[src/afe_cal_regs.svh]
// Register byte addresses, field positions, reset values and timing counts of the calibration bank.
`ifndef AFE_CAL_REGS_SVH
`define AFE_CAL_REGS_SVH

`define AFE_ADDR_W 5
`define AFE_MAP_LAST 5'h1f
`define AFE_REG_FIRST 5'h0a
`define AFE_REG_LAST 5'h1a

`define AFE_STATUS_HI 5'h0a
`define AFE_STATUS_LO 5'h0b
`define AFE_CONFIG_HI 5'h0c
`define AFE_CONFIG_LO 5'h0d
`define AFE_OFFSET_CH0 5'h0e
`define AFE_GAIN_CH0 5'h11
`define AFE_OFFSET_CH1 5'h14
`define AFE_GAIN_CH1 5'h17
`define AFE_TEMPCO_TRIM 5'h1a

`define AFE_STATUS_HI_RESET 8'h03
`define AFE_STATUS_LO_RESET 8'hb8
`define AFE_CONFIG_HI_RESET 8'h1e
`define AFE_CONFIG_LO_RESET 8'h02
`define AFE_TEMPCO_TRIM_RESET 8'h42
`define AFE_STATUS_HI_MASK 8'hdf
`define AFE_STATUS_LO_MASK 8'hfe
`define AFE_CONFIG_LO_MASK 8'hf6

`define AFE_WRITE_LOOP_BIT 5
`define AFE_WIDTH_MSB 4
`define AFE_WIDTH_LSB 3
`define AFE_OFFSET_EN_BIT 2
`define AFE_GAIN_EN_BIT 1
`define AFE_PRE_MSB 7
`define AFE_PRE_LSB 6
`define AFE_OVERSAMPLE_MSB 5
`define AFE_OVERSAMPLE_LSB 3
`define AFE_STRENGTH_FIELD_A_MSB 2
`define AFE_STRENGTH_FIELD_A_LSB 1
`define AFE_AZ_BIT 0
`define AFE_CHRST_MSB 7
`define AFE_CHRST_LSB 6
`define AFE_SHDN_MSB 5
`define AFE_SHDN_LSB 4
`define AFE_EXT_REF_BIT 2
`define AFE_EXT_CLK_BIT 1

`define AFE_OVERSAMPLE_BASE 13'h0020
`define AFE_GAIN_DELAY_CLOCKS 24
`define AFE_GAIN_FRAC_BITS 23

`endif

[src/afe_cal_pkg.sv]
// Types shared by the calibration register bank and its serial front end.
package afe_cal_pkg;

  typedef logic [7:0] byte_t;
  typedef logic [23:0] code_t;

  typedef enum logic [2:0] {
    LINK_IDLE = 3'b000,
    LINK_CONTROL = 3'b001,
    LINK_WRITE = 3'b010,
    LINK_READ = 3'b011,
    LINK_IGNORE = 3'b100
  } link_state_t;

endpackage : afe_cal_pkg

[src/dual_adc_config_calibration_regs.sv]
// Configuration and calibration register bank of a two-channel converter front end.
`timescale 1ns/100ps
`default_nettype none
`include "afe_cal_regs.svh"

module dual_adc_config_calibration_regs #(
  parameter logic [1:0] DEVICE_ADDR = 2'h0,
  parameter int GAIN_DELAY = `AFE_GAIN_DELAY_CLOCKS
) (
  // Clock and reset.
  input wire logic mclk,
  input wire logic rstn,
  // Serial port pins.
  input wire logic sck,
  input wire logic cs_n,
  input wire logic sdi,
  output logic sdo,
  output logic sdo_oe,
  // Raw converter codes.
  input wire afe_cal_pkg::code_t raw_code_ch0,
  input wire afe_cal_pkg::code_t raw_code_ch1,
  input wire logic raw_ready,
  // Reported codes.
  output afe_cal_pkg::code_t data_ch0,
  output afe_cal_pkg::code_t data_ch1,
  output logic data_ready,
  // Converter controls.
  output logic analog_master_clock_tick,
  output logic [12:0] oversampling_ratio,
  output logic [1:0] strength_field_a,
  output logic auto_zero_speed_bit,
  output logic [1:0] channel_reset,
  output logic [1:0] channel_shutdown,
  output logic internal_reference_enable,
  output logic crystal_oscillator_enable,
  output logic [7:0] reference_tempco_trim_value
);
  import afe_cal_pkg::*;

  if (GAIN_DELAY < 1 || GAIN_DELAY > 255) begin : gen_bad_delay
    $error("GAIN_DELAY must lie between 1 and 255");
  end

  function automatic byte_t reset_byte(input logic [4:0] a);
    unique case (a)
      `AFE_STATUS_HI: reset_byte = `AFE_STATUS_HI_RESET;
      `AFE_STATUS_LO: reset_byte = `AFE_STATUS_LO_RESET;
      `AFE_CONFIG_HI: reset_byte = `AFE_CONFIG_HI_RESET;
      `AFE_CONFIG_LO: reset_byte = `AFE_CONFIG_LO_RESET;
      `AFE_TEMPCO_TRIM: reset_byte = `AFE_TEMPCO_TRIM_RESET;
      default: reset_byte = 8'h00;
    endcase
  endfunction : reset_byte

  function automatic byte_t byte_mask(input logic [4:0] a);
    if (a < `AFE_REG_FIRST || a > `AFE_REG_LAST) begin
      byte_mask = 8'h00;
    end else if (a == `AFE_STATUS_HI) begin
      byte_mask = `AFE_STATUS_HI_MASK;
    end else if (a == `AFE_STATUS_LO) begin
      byte_mask = `AFE_STATUS_LO_MASK;
    end else if (a == `AFE_CONFIG_LO) begin
      byte_mask = `AFE_CONFIG_LO_MASK;
    end else begin
      byte_mask = 8'hff;
    end
  endfunction : byte_mask

  function automatic code_t sat24(input logic signed [25:0] v);
    if (v > 26'sh07fffff) begin
      sat24 = 24'h7fffff;
    end else if (v < -26'sh0800000) begin
      sat24 = 24'h800000;
    end else begin
      sat24 = v[23:0];
    end
  endfunction : sat24

  // Offset first, then gain; both saturate so a large correction cannot wrap the sign.
  function automatic code_t calibrate(input code_t raw, input code_t off, input code_t gain,
                                      input logic en_off, input logic en_gain);
    logic signed [25:0] sum;
    logic signed [47:0] prod;
    logic signed [25:0] scaled;
    code_t stage;
    sum = 26'($signed(raw)) + (en_off ? 26'($signed(off)) : 26'sh0000000);
    stage = sat24(sum);
    prod = $signed(stage) * $signed(gain);
    scaled = 26'($signed(stage)) + 26'(prod >>> `AFE_GAIN_FRAC_BITS);
    calibrate = en_gain ? sat24(scaled) : stage;
  endfunction : calibrate

  // Register map storage.
  byte_t map_byte [`AFE_REG_FIRST:`AFE_REG_LAST];
  byte_t next_map_byte [`AFE_REG_FIRST:`AFE_REG_LAST];

  function automatic byte_t read_byte(input logic [4:0] a);
    read_byte = 8'h00;
    if (a >= `AFE_REG_FIRST && a <= `AFE_REG_LAST) begin
      read_byte = map_byte[a] & byte_mask(a);
    end
  endfunction : read_byte

  // Serial access.
  byte_t rx_byte;
  logic rx_valid;
  logic frame_start;
  link_state_t state;
  link_state_t next_state;
  logic [4:0] addr;
  logic [4:0] next_addr;
  byte_t tx_byte;
  byte_t next_tx_byte;
  logic tx_load;
  logic next_tx_load;
  logic write_loop;

  serial_byte_port u_port (
    .mclk(mclk),
    .rstn(rstn),
    .sck(sck),
    .cs_n(cs_n),
    .sdi(sdi),
    .sdo(sdo),
    .sdo_oe(sdo_oe),
    .tx_byte(tx_byte),
    .tx_load(tx_load),
    .tx_enable(state == LINK_READ),
    .rx_byte(rx_byte),
    .rx_valid(rx_valid),
    .frame_start(frame_start)
  );

  assign write_loop = map_byte[`AFE_STATUS_LO][`AFE_WRITE_LOOP_BIT];

  always_comb begin
    next_state = state;
    next_addr = addr;
    next_tx_byte = tx_byte;
    next_tx_load = 1'b0;
    for (int i = `AFE_REG_FIRST; i <= `AFE_REG_LAST; i++) begin
      next_map_byte[i] = map_byte[i];
    end
    if (cs_n) begin
      next_state = LINK_IDLE;
    end else if (frame_start) begin
      next_state = LINK_CONTROL;
    end else if (rx_valid) begin
      unique case (state)
        LINK_CONTROL: begin
          next_addr = rx_byte[5:1];
          if (rx_byte[7:6] != DEVICE_ADDR) begin
            next_state = LINK_IGNORE;
          end else if (rx_byte[0]) begin
            next_state = LINK_READ;
            next_tx_byte = read_byte(rx_byte[5:1]);
            next_tx_load = 1'b1;
          end else begin
            next_state = LINK_WRITE;
          end
        end
        LINK_WRITE: begin
          if (addr >= `AFE_REG_FIRST && addr <= `AFE_REG_LAST) begin
            next_map_byte[addr] = rx_byte & byte_mask(addr);
          end
          if (write_loop) begin
            next_addr = (addr == `AFE_MAP_LAST) ? 5'h00 : addr + 5'h01;
          end
        end
        LINK_READ: begin
          next_addr = addr + 5'h01;
          next_tx_byte = read_byte(addr + 5'h01);
          next_tx_load = 1'b1;
        end
        LINK_IDLE, LINK_IGNORE: begin
          next_state = state;
        end
        default: begin
          next_state = LINK_IGNORE;
        end
      endcase
    end
  end

  for (genvar g = `AFE_REG_FIRST; g <= `AFE_REG_LAST; g++) begin : gen_map
    always_ff @(posedge mclk or negedge rstn) begin
      if (!rstn) begin
        map_byte[g] <= reset_byte(5'(g));
      end else begin
        map_byte[g] <= next_map_byte[g];
      end
    end
  end

  always_ff @(posedge mclk or negedge rstn) begin
    if (!rstn) begin
      state <= LINK_IDLE;
      addr <= 5'h00;
      tx_byte <= 8'h00;
      tx_load <= 1'b0;
    end else begin
      state <= next_state;
      addr <= next_addr;
      tx_byte <= next_tx_byte;
      tx_load <= next_tx_load;
    end
  end

  // Field views.
  byte_t status_lo;
  byte_t config_hi;
  byte_t config_lo;
  logic [1:0] width_sel;
  logic offset_correction_enable;
  logic gain_correction_enable;
  code_t offset_correction_value [2];
  code_t gain_correction_value [2];
  code_t raw_code [2];

  assign status_lo = map_byte[`AFE_STATUS_LO];
  assign config_hi = map_byte[`AFE_CONFIG_HI];
  assign config_lo = map_byte[`AFE_CONFIG_LO];
  assign width_sel = status_lo[`AFE_WIDTH_MSB:`AFE_WIDTH_LSB];
  assign offset_correction_enable = status_lo[`AFE_OFFSET_EN_BIT];
  assign gain_correction_enable = status_lo[`AFE_GAIN_EN_BIT];
  assign offset_correction_value[0] = {map_byte[5'h0e], map_byte[5'h0f], map_byte[5'h10]};
  assign gain_correction_value[0] = {map_byte[5'h11], map_byte[5'h12], map_byte[5'h13]};
  assign offset_correction_value[1] = {map_byte[5'h14], map_byte[5'h15], map_byte[5'h16]};
  assign gain_correction_value[1] = {map_byte[5'h17], map_byte[5'h18], map_byte[5'h19]};
  assign raw_code[0] = raw_code_ch0;
  assign raw_code[1] = raw_code_ch1;

  assign oversampling_ratio = `AFE_OVERSAMPLE_BASE << config_hi[`AFE_OVERSAMPLE_MSB:`AFE_OVERSAMPLE_LSB];
  assign strength_field_a = config_hi[`AFE_STRENGTH_FIELD_A_MSB:`AFE_STRENGTH_FIELD_A_LSB];
  assign auto_zero_speed_bit = config_hi[`AFE_AZ_BIT];
  assign channel_reset = config_lo[`AFE_CHRST_MSB:`AFE_CHRST_LSB];
  assign channel_shutdown = config_lo[`AFE_SHDN_MSB:`AFE_SHDN_LSB];
  assign internal_reference_enable = ~config_lo[`AFE_EXT_REF_BIT];
  assign crystal_oscillator_enable = ~config_lo[`AFE_EXT_CLK_BIT];
  assign reference_tempco_trim_value = map_byte[`AFE_TEMPCO_TRIM];

  // Analog clock prescaler: a one-cycle tick per analog period, since a divide-by-one clock cannot come from a flop.
  logic [2:0] pre_cnt;
  logic [2:0] next_pre_cnt;
  logic [2:0] pre_mask;
  logic next_tick;

  always_comb begin
    pre_mask = 3'((4'h1 << config_hi[`AFE_PRE_MSB:`AFE_PRE_LSB]) - 4'h1);
    next_pre_cnt = pre_cnt + 3'h1;
    next_tick = (next_pre_cnt & pre_mask) == 3'h0;
  end

  always_ff @(posedge mclk or negedge rstn) begin
    if (!rstn) begin
      pre_cnt <= 3'h0;
      analog_master_clock_tick <= 1'b0;
    end else begin
      pre_cnt <= next_pre_cnt;
      analog_master_clock_tick <= next_tick;
    end
  end

  // Calibration path. A new raw sample during a pending gain delay restarts the delay.
  code_t result [2];
  code_t next_result [2];
  logic [7:0] delay_cnt;
  logic [7:0] next_delay_cnt;
  logic pending;
  logic next_pending;
  code_t next_data [2];
  logic next_data_ready;
  logic [1:0] narrow;

  assign narrow[0] = (width_sel == 2'h0);
  assign narrow[1] = (width_sel != 2'h3);

  for (genvar c = 0; c < 2; c++) begin : gen_chan
    always_comb begin
      next_result[c] = result[c];
      if (raw_ready) begin
        next_result[c] = calibrate(raw_code[c], offset_correction_value[c], gain_correction_value[c],
                                   offset_correction_enable, gain_correction_enable);
      end
    end
  end

  always_comb begin
    next_delay_cnt = delay_cnt;
    next_pending = pending;
    next_data_ready = 1'b0;
    next_data[0] = data_ch0;
    next_data[1] = data_ch1;
    if (raw_ready) begin
      next_pending = 1'b1;
      next_delay_cnt = gain_correction_enable ? 8'(GAIN_DELAY) : 8'h00;
    end else if (pending) begin
      if (delay_cnt == 8'h00) begin
        next_pending = 1'b0;
        next_data_ready = 1'b1;
        for (int k = 0; k < 2; k++) begin
          next_data[k] = narrow[k] ? {8'h00, result[k][23:8]} : result[k];
        end
      end else begin
        next_delay_cnt = delay_cnt - 8'h01;
      end
    end
  end

  always_ff @(posedge mclk or negedge rstn) begin
    if (!rstn) begin
      result[0] <= 24'h000000;
      result[1] <= 24'h000000;
      delay_cnt <= 8'h00;
      pending <= 1'b0;
      data_ready <= 1'b0;
      data_ch0 <= 24'h000000;
      data_ch1 <= 24'h000000;
    end else begin
      result[0] <= next_result[0];
      result[1] <= next_result[1];
      delay_cnt <= next_delay_cnt;
      pending <= next_pending;
      data_ready <= next_data_ready;
      data_ch0 <= next_data[0];
      data_ch1 <= next_data[1];
    end
  end

endmodule : dual_adc_config_calibration_regs

`default_nettype wire

[src/serial_byte_port.sv]
// Serial port byte engine: shifts bytes in on rising clock edges and out on falling edges.
`timescale 1ns/100ps
`default_nettype none

module serial_byte_port (
  // Clock and reset.
  input wire logic mclk,
  input wire logic rstn,
  // Serial pins.
  input wire logic sck,
  input wire logic cs_n,
  input wire logic sdi,
  output logic sdo,
  output logic sdo_oe,
  // Byte side.
  input wire afe_cal_pkg::byte_t tx_byte,
  input wire logic tx_load,
  input wire logic tx_enable,
  output afe_cal_pkg::byte_t rx_byte,
  output logic rx_valid,
  output logic frame_start
);
  import afe_cal_pkg::*;

  logic sck_q;
  logic cs_q;
  logic [2:0] bit_cnt;
  byte_t shift_in;
  byte_t shift_out;
  logic next_sck_q;
  logic next_cs_q;
  logic [2:0] next_bit_cnt;
  byte_t next_shift_in;
  byte_t next_shift_out;
  byte_t next_rx_byte;
  logic next_rx_valid;
  logic next_frame_start;
  logic rise;
  logic fall;

  assign rise = sck & ~sck_q & ~cs_n;
  assign fall = ~sck & sck_q & ~cs_n;
  assign sdo = shift_out[7];
  assign sdo_oe = ~cs_n & tx_enable;

  always_comb begin
    next_sck_q = sck;
    next_cs_q = cs_n;
    next_bit_cnt = bit_cnt;
    next_shift_in = shift_in;
    next_shift_out = shift_out;
    next_rx_byte = rx_byte;
    next_rx_valid = 1'b0;
    next_frame_start = cs_q & ~cs_n;
    if (cs_n) begin
      next_bit_cnt = 3'h0;
    end else if (rise) begin
      next_shift_in = {shift_in[6:0], sdi};
      next_bit_cnt = bit_cnt + 3'h1;
      if (bit_cnt == 3'h7) begin
        next_rx_byte = {shift_in[6:0], sdi};
        next_rx_valid = 1'b1;
      end
    end
    // The falling edge that closes a byte must not shift: the next byte's first bit is already in place.
    if (tx_load) begin
      next_shift_out = tx_byte;
    end else if (fall && bit_cnt != 3'h0) begin
      next_shift_out = {shift_out[6:0], 1'b0};
    end
  end

  always_ff @(posedge mclk or negedge rstn) begin
    if (!rstn) begin
      sck_q <= 1'b0;
      cs_q <= 1'b1;
      bit_cnt <= 3'h0;
      shift_in <= 8'h00;
      shift_out <= 8'h00;
      rx_byte <= 8'h00;
      rx_valid <= 1'b0;
      frame_start <= 1'b0;
    end else begin
      sck_q <= next_sck_q;
      cs_q <= next_cs_q;
      bit_cnt <= next_bit_cnt;
      shift_in <= next_shift_in;
      shift_out <= next_shift_out;
      rx_byte <= next_rx_byte;
      rx_valid <= next_rx_valid;
      frame_start <= next_frame_start;
    end
  end

endmodule : serial_byte_port

`default_nettype wire

[config.mk]
export PLATFORM = sky130hd
export DESIGN_NAME = dual_adc_config_calibration_regs
export DESIGN_NICKNAME = d
export VERILOG_FILES = /design/src/afe_cal_pkg.sv /design/src/dual_adc_config_calibration_regs.sv /design/src/serial_byte_port.sv
export VERILOG_INCLUDE_DIRS = /design/src
export SDC_FILE = /design/constraint.sdc
export NUM_CORES = 2
export LEC_CHECK = 0
export BUFFER_PORTS_ARGS = -buffer_cell sky130_fd_sc_hd__buf_2
export CAP_MARGIN = 10
export CELL_PAD_IN_SITES_DETAIL_PLACEMENT = 0
export CELL_PAD_IN_SITES_GLOBAL_PLACEMENT = 1
export CORE_MARGIN = 5
export CORE_UTILIZATION = 30
export DETAILED_ROUTE_END_ITERATION = 10
export PLACE_DENSITY = 0.62
export SYNTH_ARGS = -nofsm -noshare
export SYNTH_HDL_FRONTEND = slang
export SYNTH_SLANG_ARGS = --single-unit
[constraint.sdc]
create_clock -name mclk -period 11.9 [get_ports mclk]
set_input_delay 3.57 -clock mclk [delete_from_list [all_inputs] [get_ports mclk]]
set_output_delay 3.57 -clock mclk [all_outputs]
set_load 0.05 [all_outputs]
# Yosys cells after proc, flatten, opt, wreduce, memory -nomap -nowiden
# Cells that the tools add are included.
[classes]
n_addsub = 9
mul = 2
order_cmp = 24
eq_ne = 21
n_shift = 2
mux = 91
n_bitwise = 20
n_reduce_logical = 29
[ops]
columns = ["operator", "n"]
rows = [
  ["24-bit 2-to-1 mux", 14],
  ["8-bit 2-to-1 mux", 34],
  ["136-bit bitwise mux", 1],
  ["26-bit by 24-bit greater-than comparator with 1-bit output (second input constant)", 4],
  ["26-bit by 24-bit less-than comparator with 1-bit output (second input constant)", 4],
  ["24-bit by 24-bit multiplier with 48-bit output", 2],
  ["8-bit binary-select mux with 5-bit select", 2],
  ["24-bit by 25-bit adder with 26-bit output", 2],
  ["24-bit by 26-bit adder with 26-bit output", 2],
  ["26-bit 2-to-1 mux", 2],
  ["5-bit by 4-bit == test with 1-bit output (second input constant)", 9],
  ["8-bit demux with 5-bit select", 1],
  ["8-bit bitwise AND", 3],
  ["4-bit 2-to-1 mux", 6],
  ["6-bit >= comparator (second input constant)", 3],
  ["3-bit 2-to-1 mux", 6],
  ["6-bit 2-to-1 mux", 3],
  ["5-bit NOT with 6-bit output", 3],
  ["8-bit case mux with 2 select lines", 1],
  ["5-bit by 4-bit >= comparator with 1-bit output (second input constant)", 3],
  ["5-bit greater-than comparator (second input constant)", 3],
  ["5-bit <= comparator (second input constant)", 3],
  ["5-bit by 4-bit less-than comparator with 1-bit output (second input constant)", 3],
  ["1-bit 2-to-1 mux", 15],
  ["33 further kinds", 69],
]
[totals]
register_bits = 293
input_bits = 54
word_cells = 236

# Depth between registers and ports, before layout
[logic_depth]
word_depth = 17
mapped_depth = 60

# Modules after synthesis
# Synthesis repeated with hierarchy kept, for this count alone.
[hier_totals]
cells_unflattened = 6736
hier_area_um2 = 61874.3
[modules_own_cells]
columns = ["mod", "n_inst", "cells_each", "area_per_inst_um2"]
rows = [
  ["dual_adc_config_calibration_regs", 1, 6635, 60544.3],
  ["serial_byte_port", 1, 101, 1330.0],
]

# Worst setup path before layout
# No wires, ideal clock.
[synth_timing]
path_kind = "input -> register"
start = "input raw_code_ch1[3]"
end = "register result[20] in the netlist's numbering"
arrival_time_ns = 15.017
t_required_ns = 11.778
path_slack_ns = -3.239
cell_stages = 50
path_buffers = 3
cell_sequence = "ha_1 -> a21o_1 -> a221oi_2 -> nor4b_4 -> nor3_1 -> nand2_1 -> a311oi_1 -> clkbuf_1 -> a21o_1 -> clkbuf_1 -> nand2_1 -> fa_1 -> fa_1 -> fa_1 -> inv_1 -> fa_1 -> inv_1 -> fa_1 -> (+14 left out) -> o21bai_2 -> a211oi_2 -> nor2b_1 -> nor2_1 -> xnor2_1 -> ha_1 -> and2_1 -> or3b_1 -> a31o_2 -> a211oi_2 -> a221o_1 -> a21oi_1 -> o311ai_1 -> o31ai_4 -> or2_1 -> buf_2 -> a21oi_1 -> o2bb2ai_1"
[synth_between]
elab_chain_cells = 11
word_cells_on_any_way = 13
classes_between = "2 x add/sub; 1 x mul; 4 x order compare; 6 x mux"
[synth_lines]
columns = ["element", "line_no", "text"]
rows = [
  ["start: declaration", "dual_adc_config_calibration_regs.sv:21", "input wire afe_cal_pkg::code_t raw_code_ch1,"],
  ["24-bit by 26-bit adder with 26-bit output (*)", "dual_adc_config_calibration_regs.sv:86", "sum = 26'($signed(raw)) + (en_off ? 26'($signed(off)) : 26'sh0000000);"],
  ["26-bit by 24-bit less-than comparator with 1-bit output", "dual_adc_config_calibration_regs.sv:72", "end else if (v < -26'sh0800000) begin"],
  ["24-bit 2-to-1 mux", "dual_adc_config_calibration_regs.sv:72", ""],
  ["24-bit 2-to-1 mux (*)", "dual_adc_config_calibration_regs.sv:70", "if (v > 26'sh07fffff) begin"],
  ["24-bit 2-to-1 mux (*)", "dual_adc_config_calibration_regs.sv:281", "if (raw_ready) begin"],
  ["24-bit by 24-bit multiplier with 48-bit output", "dual_adc_config_calibration_regs.sv:88", "prod = $signed(stage) * $signed(gain);"],
  ["24-bit by 25-bit adder with 26-bit output", "dual_adc_config_calibration_regs.sv:89", "scaled = 26'($signed(stage)) + 26'(prod >>> `AFE_GAIN_FRAC_BITS);"],
  ["26-bit by 24-bit less-than comparator with 1-bit output", "dual_adc_config_calibration_regs.sv:72", ""],
  ["24-bit 2-to-1 mux", "dual_adc_config_calibration_regs.sv:72", ""],
  ["24-bit 2-to-1 mux", "dual_adc_config_calibration_regs.sv:70", ""],
  ["24-bit 2-to-1 mux (*)", "dual_adc_config_calibration_regs.sv:90", "calibrate = en_gain ? sat24(scaled) : stage;"],
  ["end: declaration", "dual_adc_config_calibration_regs.sv:265", "code_t result [2];"],
]
# Every way passes the cells marked *; elsewhere a longest branch is shown, timed or not. The select of a mux whose other input is x is not followed.
# A chain may end at the register's enable or synchronous reset.

# Final worst setup path
[layout_timing]
start = "input raw_code_ch1[0]"
end = "register result[18] in the netlist's numbering"
# Same word-level chain as after synthesis.

==> qor.csv <==
stage,metric,value,unit
global_routing,pin count of the biggest net entering global routing,121,
floorplan,I/O pins,136,
logic_synthesis,Mapped Cells,6739,
worst_setup_path,CP required,12400,ps
clock_network,Clock transition at path regs,50,ps
timing,Final period util,124,%
global_routing,vias in the first global route,53146,
floorplan,Die Wd,462,µm
worst_setup_path,"Top cell by count, worst path",fa_1,
logic_synthesis,post-synth top area share,39.8,%
floorplan,Rows,165,
clock_network,CTS tree,built,
logic_synthesis,Yosys top cell by area,fa_1,
placed_design,"Cell Area, Placed",70800,µm²
global_routing,global-route wire length before repair,314000,µm
logic_synthesis,Synth Area per Inst,9.09,µm²
timing,"Hold Vio Cnt, Final",0,
finish,multi-input combinational cell area,49100,µm²
detailed_routing,vias,48368,
floorplan,Die Area,213000,µm²
timing,worst slew pin tran,1270,ps
timing,min Tclk post-route,14790,ps
global_routing,initial antenna violation count,6,
logic_synthesis,fraction of the mapped netlist area in simple logic gates,15.9,%
placed_design,placed cells,10022,
floorplan,core area,203000,µm²
clock_network,Clock Tree Buf Depth,3,
logic_synthesis,async set-reset flop share out of synthesis,100,%
logic_synthesis,register bit total from synthesis,293,
timing,Final Skew,62.9,ps
detailed_routing,WL final,197000,µm
clock_network,CTS Root Cell,clkbuf_16,
global_routing,GRT overflow,0,
worst_setup_path,kind of cell adding the most delay to the critical path,adder cells,
worst_setup_path,startpoint class of the critical path,primary input,
placed_design,port bufs,130,
placed_design,GPL Wtd Cong,0.879,
logic_synthesis,synth unique cells,99,
clock_network,CTS H-tree lvls,2,
finish,Area Overhead vs Synth,21.4,%
detailed_routing,drt first pass iters,6,
run_status,failing checks,setup timing,
detailed_routing,met1 wire length,86400,µm
detailed_routing,Routed WL per cell,19.3,µm
detailed_routing,DR iter-0 viols,2563,
timing,Slew Limit Fails,0,
logic_synthesis,yosys warns,0,
run,Max-Cap Viols,0,
finish,share of layout cells above drive strength 1,20.0,%
worst_setup_path,crit path kind,in -> reg,
worst_setup_path,CP max-delay cell,fa_1,
worst_setup_path,Crit Path Max Fanout,6,
finish,Layout Cells excl Fill,10190,
logic_synthesis,Synth Flop Type,dfrtp_1,
logic_synthesis,number of flops mapped to enable cells by yosys,0,
finish,FF/Latch Area,7350,µm²
logic_synthesis,post-synthesis mux area share,2.76,%
detailed_routing,# DRC,0,
worst_setup_path,Crit. End Element,flop,
logic_synthesis,"Seq/Total Area, Yosys",12.0,%
detailed_routing,DR WL met2,97400,µm
clock_network,"Clk Latency, worst-skew pair",630,ps
placed_design,DP HPWL,163000,µm
timing,Setup WS post-layout,-2890,ps
pwr,PD cells,45.8,nW/µm²
worst_hold_path,Hold WC Path Type,reg -> reg,
global_routing,Global Route Usage Sum,18.8,%
detailed_routing,met3 WL post-DR,7760,µm
run_status,status,"finished, violations left",
finish,design area,74400,µm²
detailed_routing,vias per std cell,4.75,
logic_synthesis,commonest cells in the netlist,"inv_1 (1274), fa_1 (1216), nand2_1 (971)",
worst_setup_path,crit path DAT,15290,ps
timing,WHS,460,ps
clock_network,Inserted Clock Buffers,40,
logic_synthesis,"count leader, synth",inv_1,
logic_synthesis,compound-gate portion of the synthesized area,9.46,%
timing,Finish-stage setup viols,48,
logic_synthesis,Post-Syn Area,61200,µm²
logic_synthesis,fraction of the mapped netlist area in adder cells,47.3,%
pwr,worst vdd ir,0.0955,mV
floorplan,die outline height,462,µm
logic_synthesis,largest family of logic cells by synthesized area,adder cells,
clock_network,Clock Sinks,293,
timing,f_max,0.0676,GHz
worst_setup_path,"Buf+Inv Stages, Crit Path",16,
timing,Slew headroom,15.1,%
timing,final setup TNS,-128480,ps
logic_synthesis,XOR/XNOR Fraction of Synth Area,2.36,%
pwr,LEAKAGE,0.0375,µW
finish,fillers,20862,
worst_setup_path,Max stage delay on crit path,540,ps
detailed_routing,post-route ant nets,0,
floorplan,Starting Density,30.2,%
timing,RSZ-0062 raised after global routing,true,
detailed_routing,Top Metal Used,met5,
finish,nets@finish,9124,
logic_synthesis,top post-synthesis cells by area,"fa_1 (40%), dfrtp_1 (11%), inv_1 (7.8%)",
final cells by class:
type	instances	area share [%]
clock buffer	53	1.48
inverter	1276	6.44
sequential	293	9.89
tap	2672	4.50
timing repair buffer	1070	11.2
clock inverter	19	0.409
antenna	2	0.00673
multi-input combinational	4805	66.1
cell usage in the layout (no fill, tap or decap), types with 27 or more instances in the layout:
master     Yosys  routed
a21oi_1      234     166
and2_1       577     560
a21oi_2        4      64
nand2_1      971     967
mux4_2        44      44
o21a_1        30      29
a31oi_1       56      49
o21ai_0      234     216
xnor2_1      122     120
o22ai_1       28      28
buf_2         14     128
inv_1       1274    1258
buf_6          1      38
xor2_1        43      43
a21o_1       120     104
a211oi_1      35      30
clkbuf_16      0      43
fa_1        1216    1206
ha_1         368     348
mux2i_1       52      52
nor2_1       205     195
dfrtp_1      279     276
buf_12         0      28
nand2b_1      32      27
nand3_1       70      62
buf_4         20     866
where the power goes:
group / leakage, µW / internal [µW] / total [µW] / switching (µW)
Combinational: 0.0331 / 297 / 942 / 645
Clock: 0.000661 / 753 / 1290 / 532
Sequential: 0.00373 / 1100 / 1180 / 76.8
cells by family after synthesis:
family / Yosys count
AND/OR/NAND/NOR: 2029
multiplexers: 112
adder cells (fa/ha/maj): 1584
flip-flops: 293
other: 1
XOR/XNOR: 165
AO/OA/AOI/OAI: 908
buffers and inverters: 1647
worst paths after layout:
path | from | endpoint | slack (ps) | cells past startpoint
min | pre_cnt[2] | pre_cnt[2] | 460 | 1
min reg2reg | pre_cnt[2] | pre_cnt[2] | 460 | 1
max reg2reg | status_lo[2] | result[18] | -760 | 54
max | raw_code_ch1[0] | result[18] | -2890 | 56
max in group asynchronous | rstn | addr[0] | 7320 | 2
min in group asynchronous | rstn | map_byte[35] | 3020 | 1
timing repair:
| item | 4_1_cts | 5_1_grt |
|---|---|---|
| gates resized for setup | 194 | 104 |
| hold buffers | 0 | 0 |
| gates cloned | 7 | 5 |
| setup buffers | 60 | 27 |
| endpoints found under the setup margin | 48 | 48 |
| pin swaps | 113 | 121 |
registers in the layout, summed over array words and instances (netlist names), 5 cells and up:
register / flops
config_lo: 8
config_hi: 8
u_port.shift_out: 8
data_ch1: 24
addr: 5
reference_tempco_trim_value: 8
delay_cnt: 8
status_lo: 8
gain_correction_value: 48
data_ch0: 24
result: 48
u_port.rx_byte: 8
tx_byte: 8
u_port.shift_in: 7
map_byte: 56
through the flow:
step / power, µW / setup WS (ps) / utilization [%]
3_5_place_dp: 2110 / -4300 / 34.9
4_1_cts: 3440 / -2840 / 36.4
5_1_grt: 3560 / -3380 / 36.7
2_1_floorplan: 1700 / -2860 / -
3_3_place_gp: 2100 / -4220 / 34.9
6_report: 3410 / -2890 / 36.7
metal layers:
layer / up-vias / GRT usage [%]
met5: - / 0
met4: 2 / 4.68
met3: 226 / 1.89
met2: 981 / 32.7
met1: 24912 / 25.0
li1: 22247 / -
(Power assumes the default switching activity.)
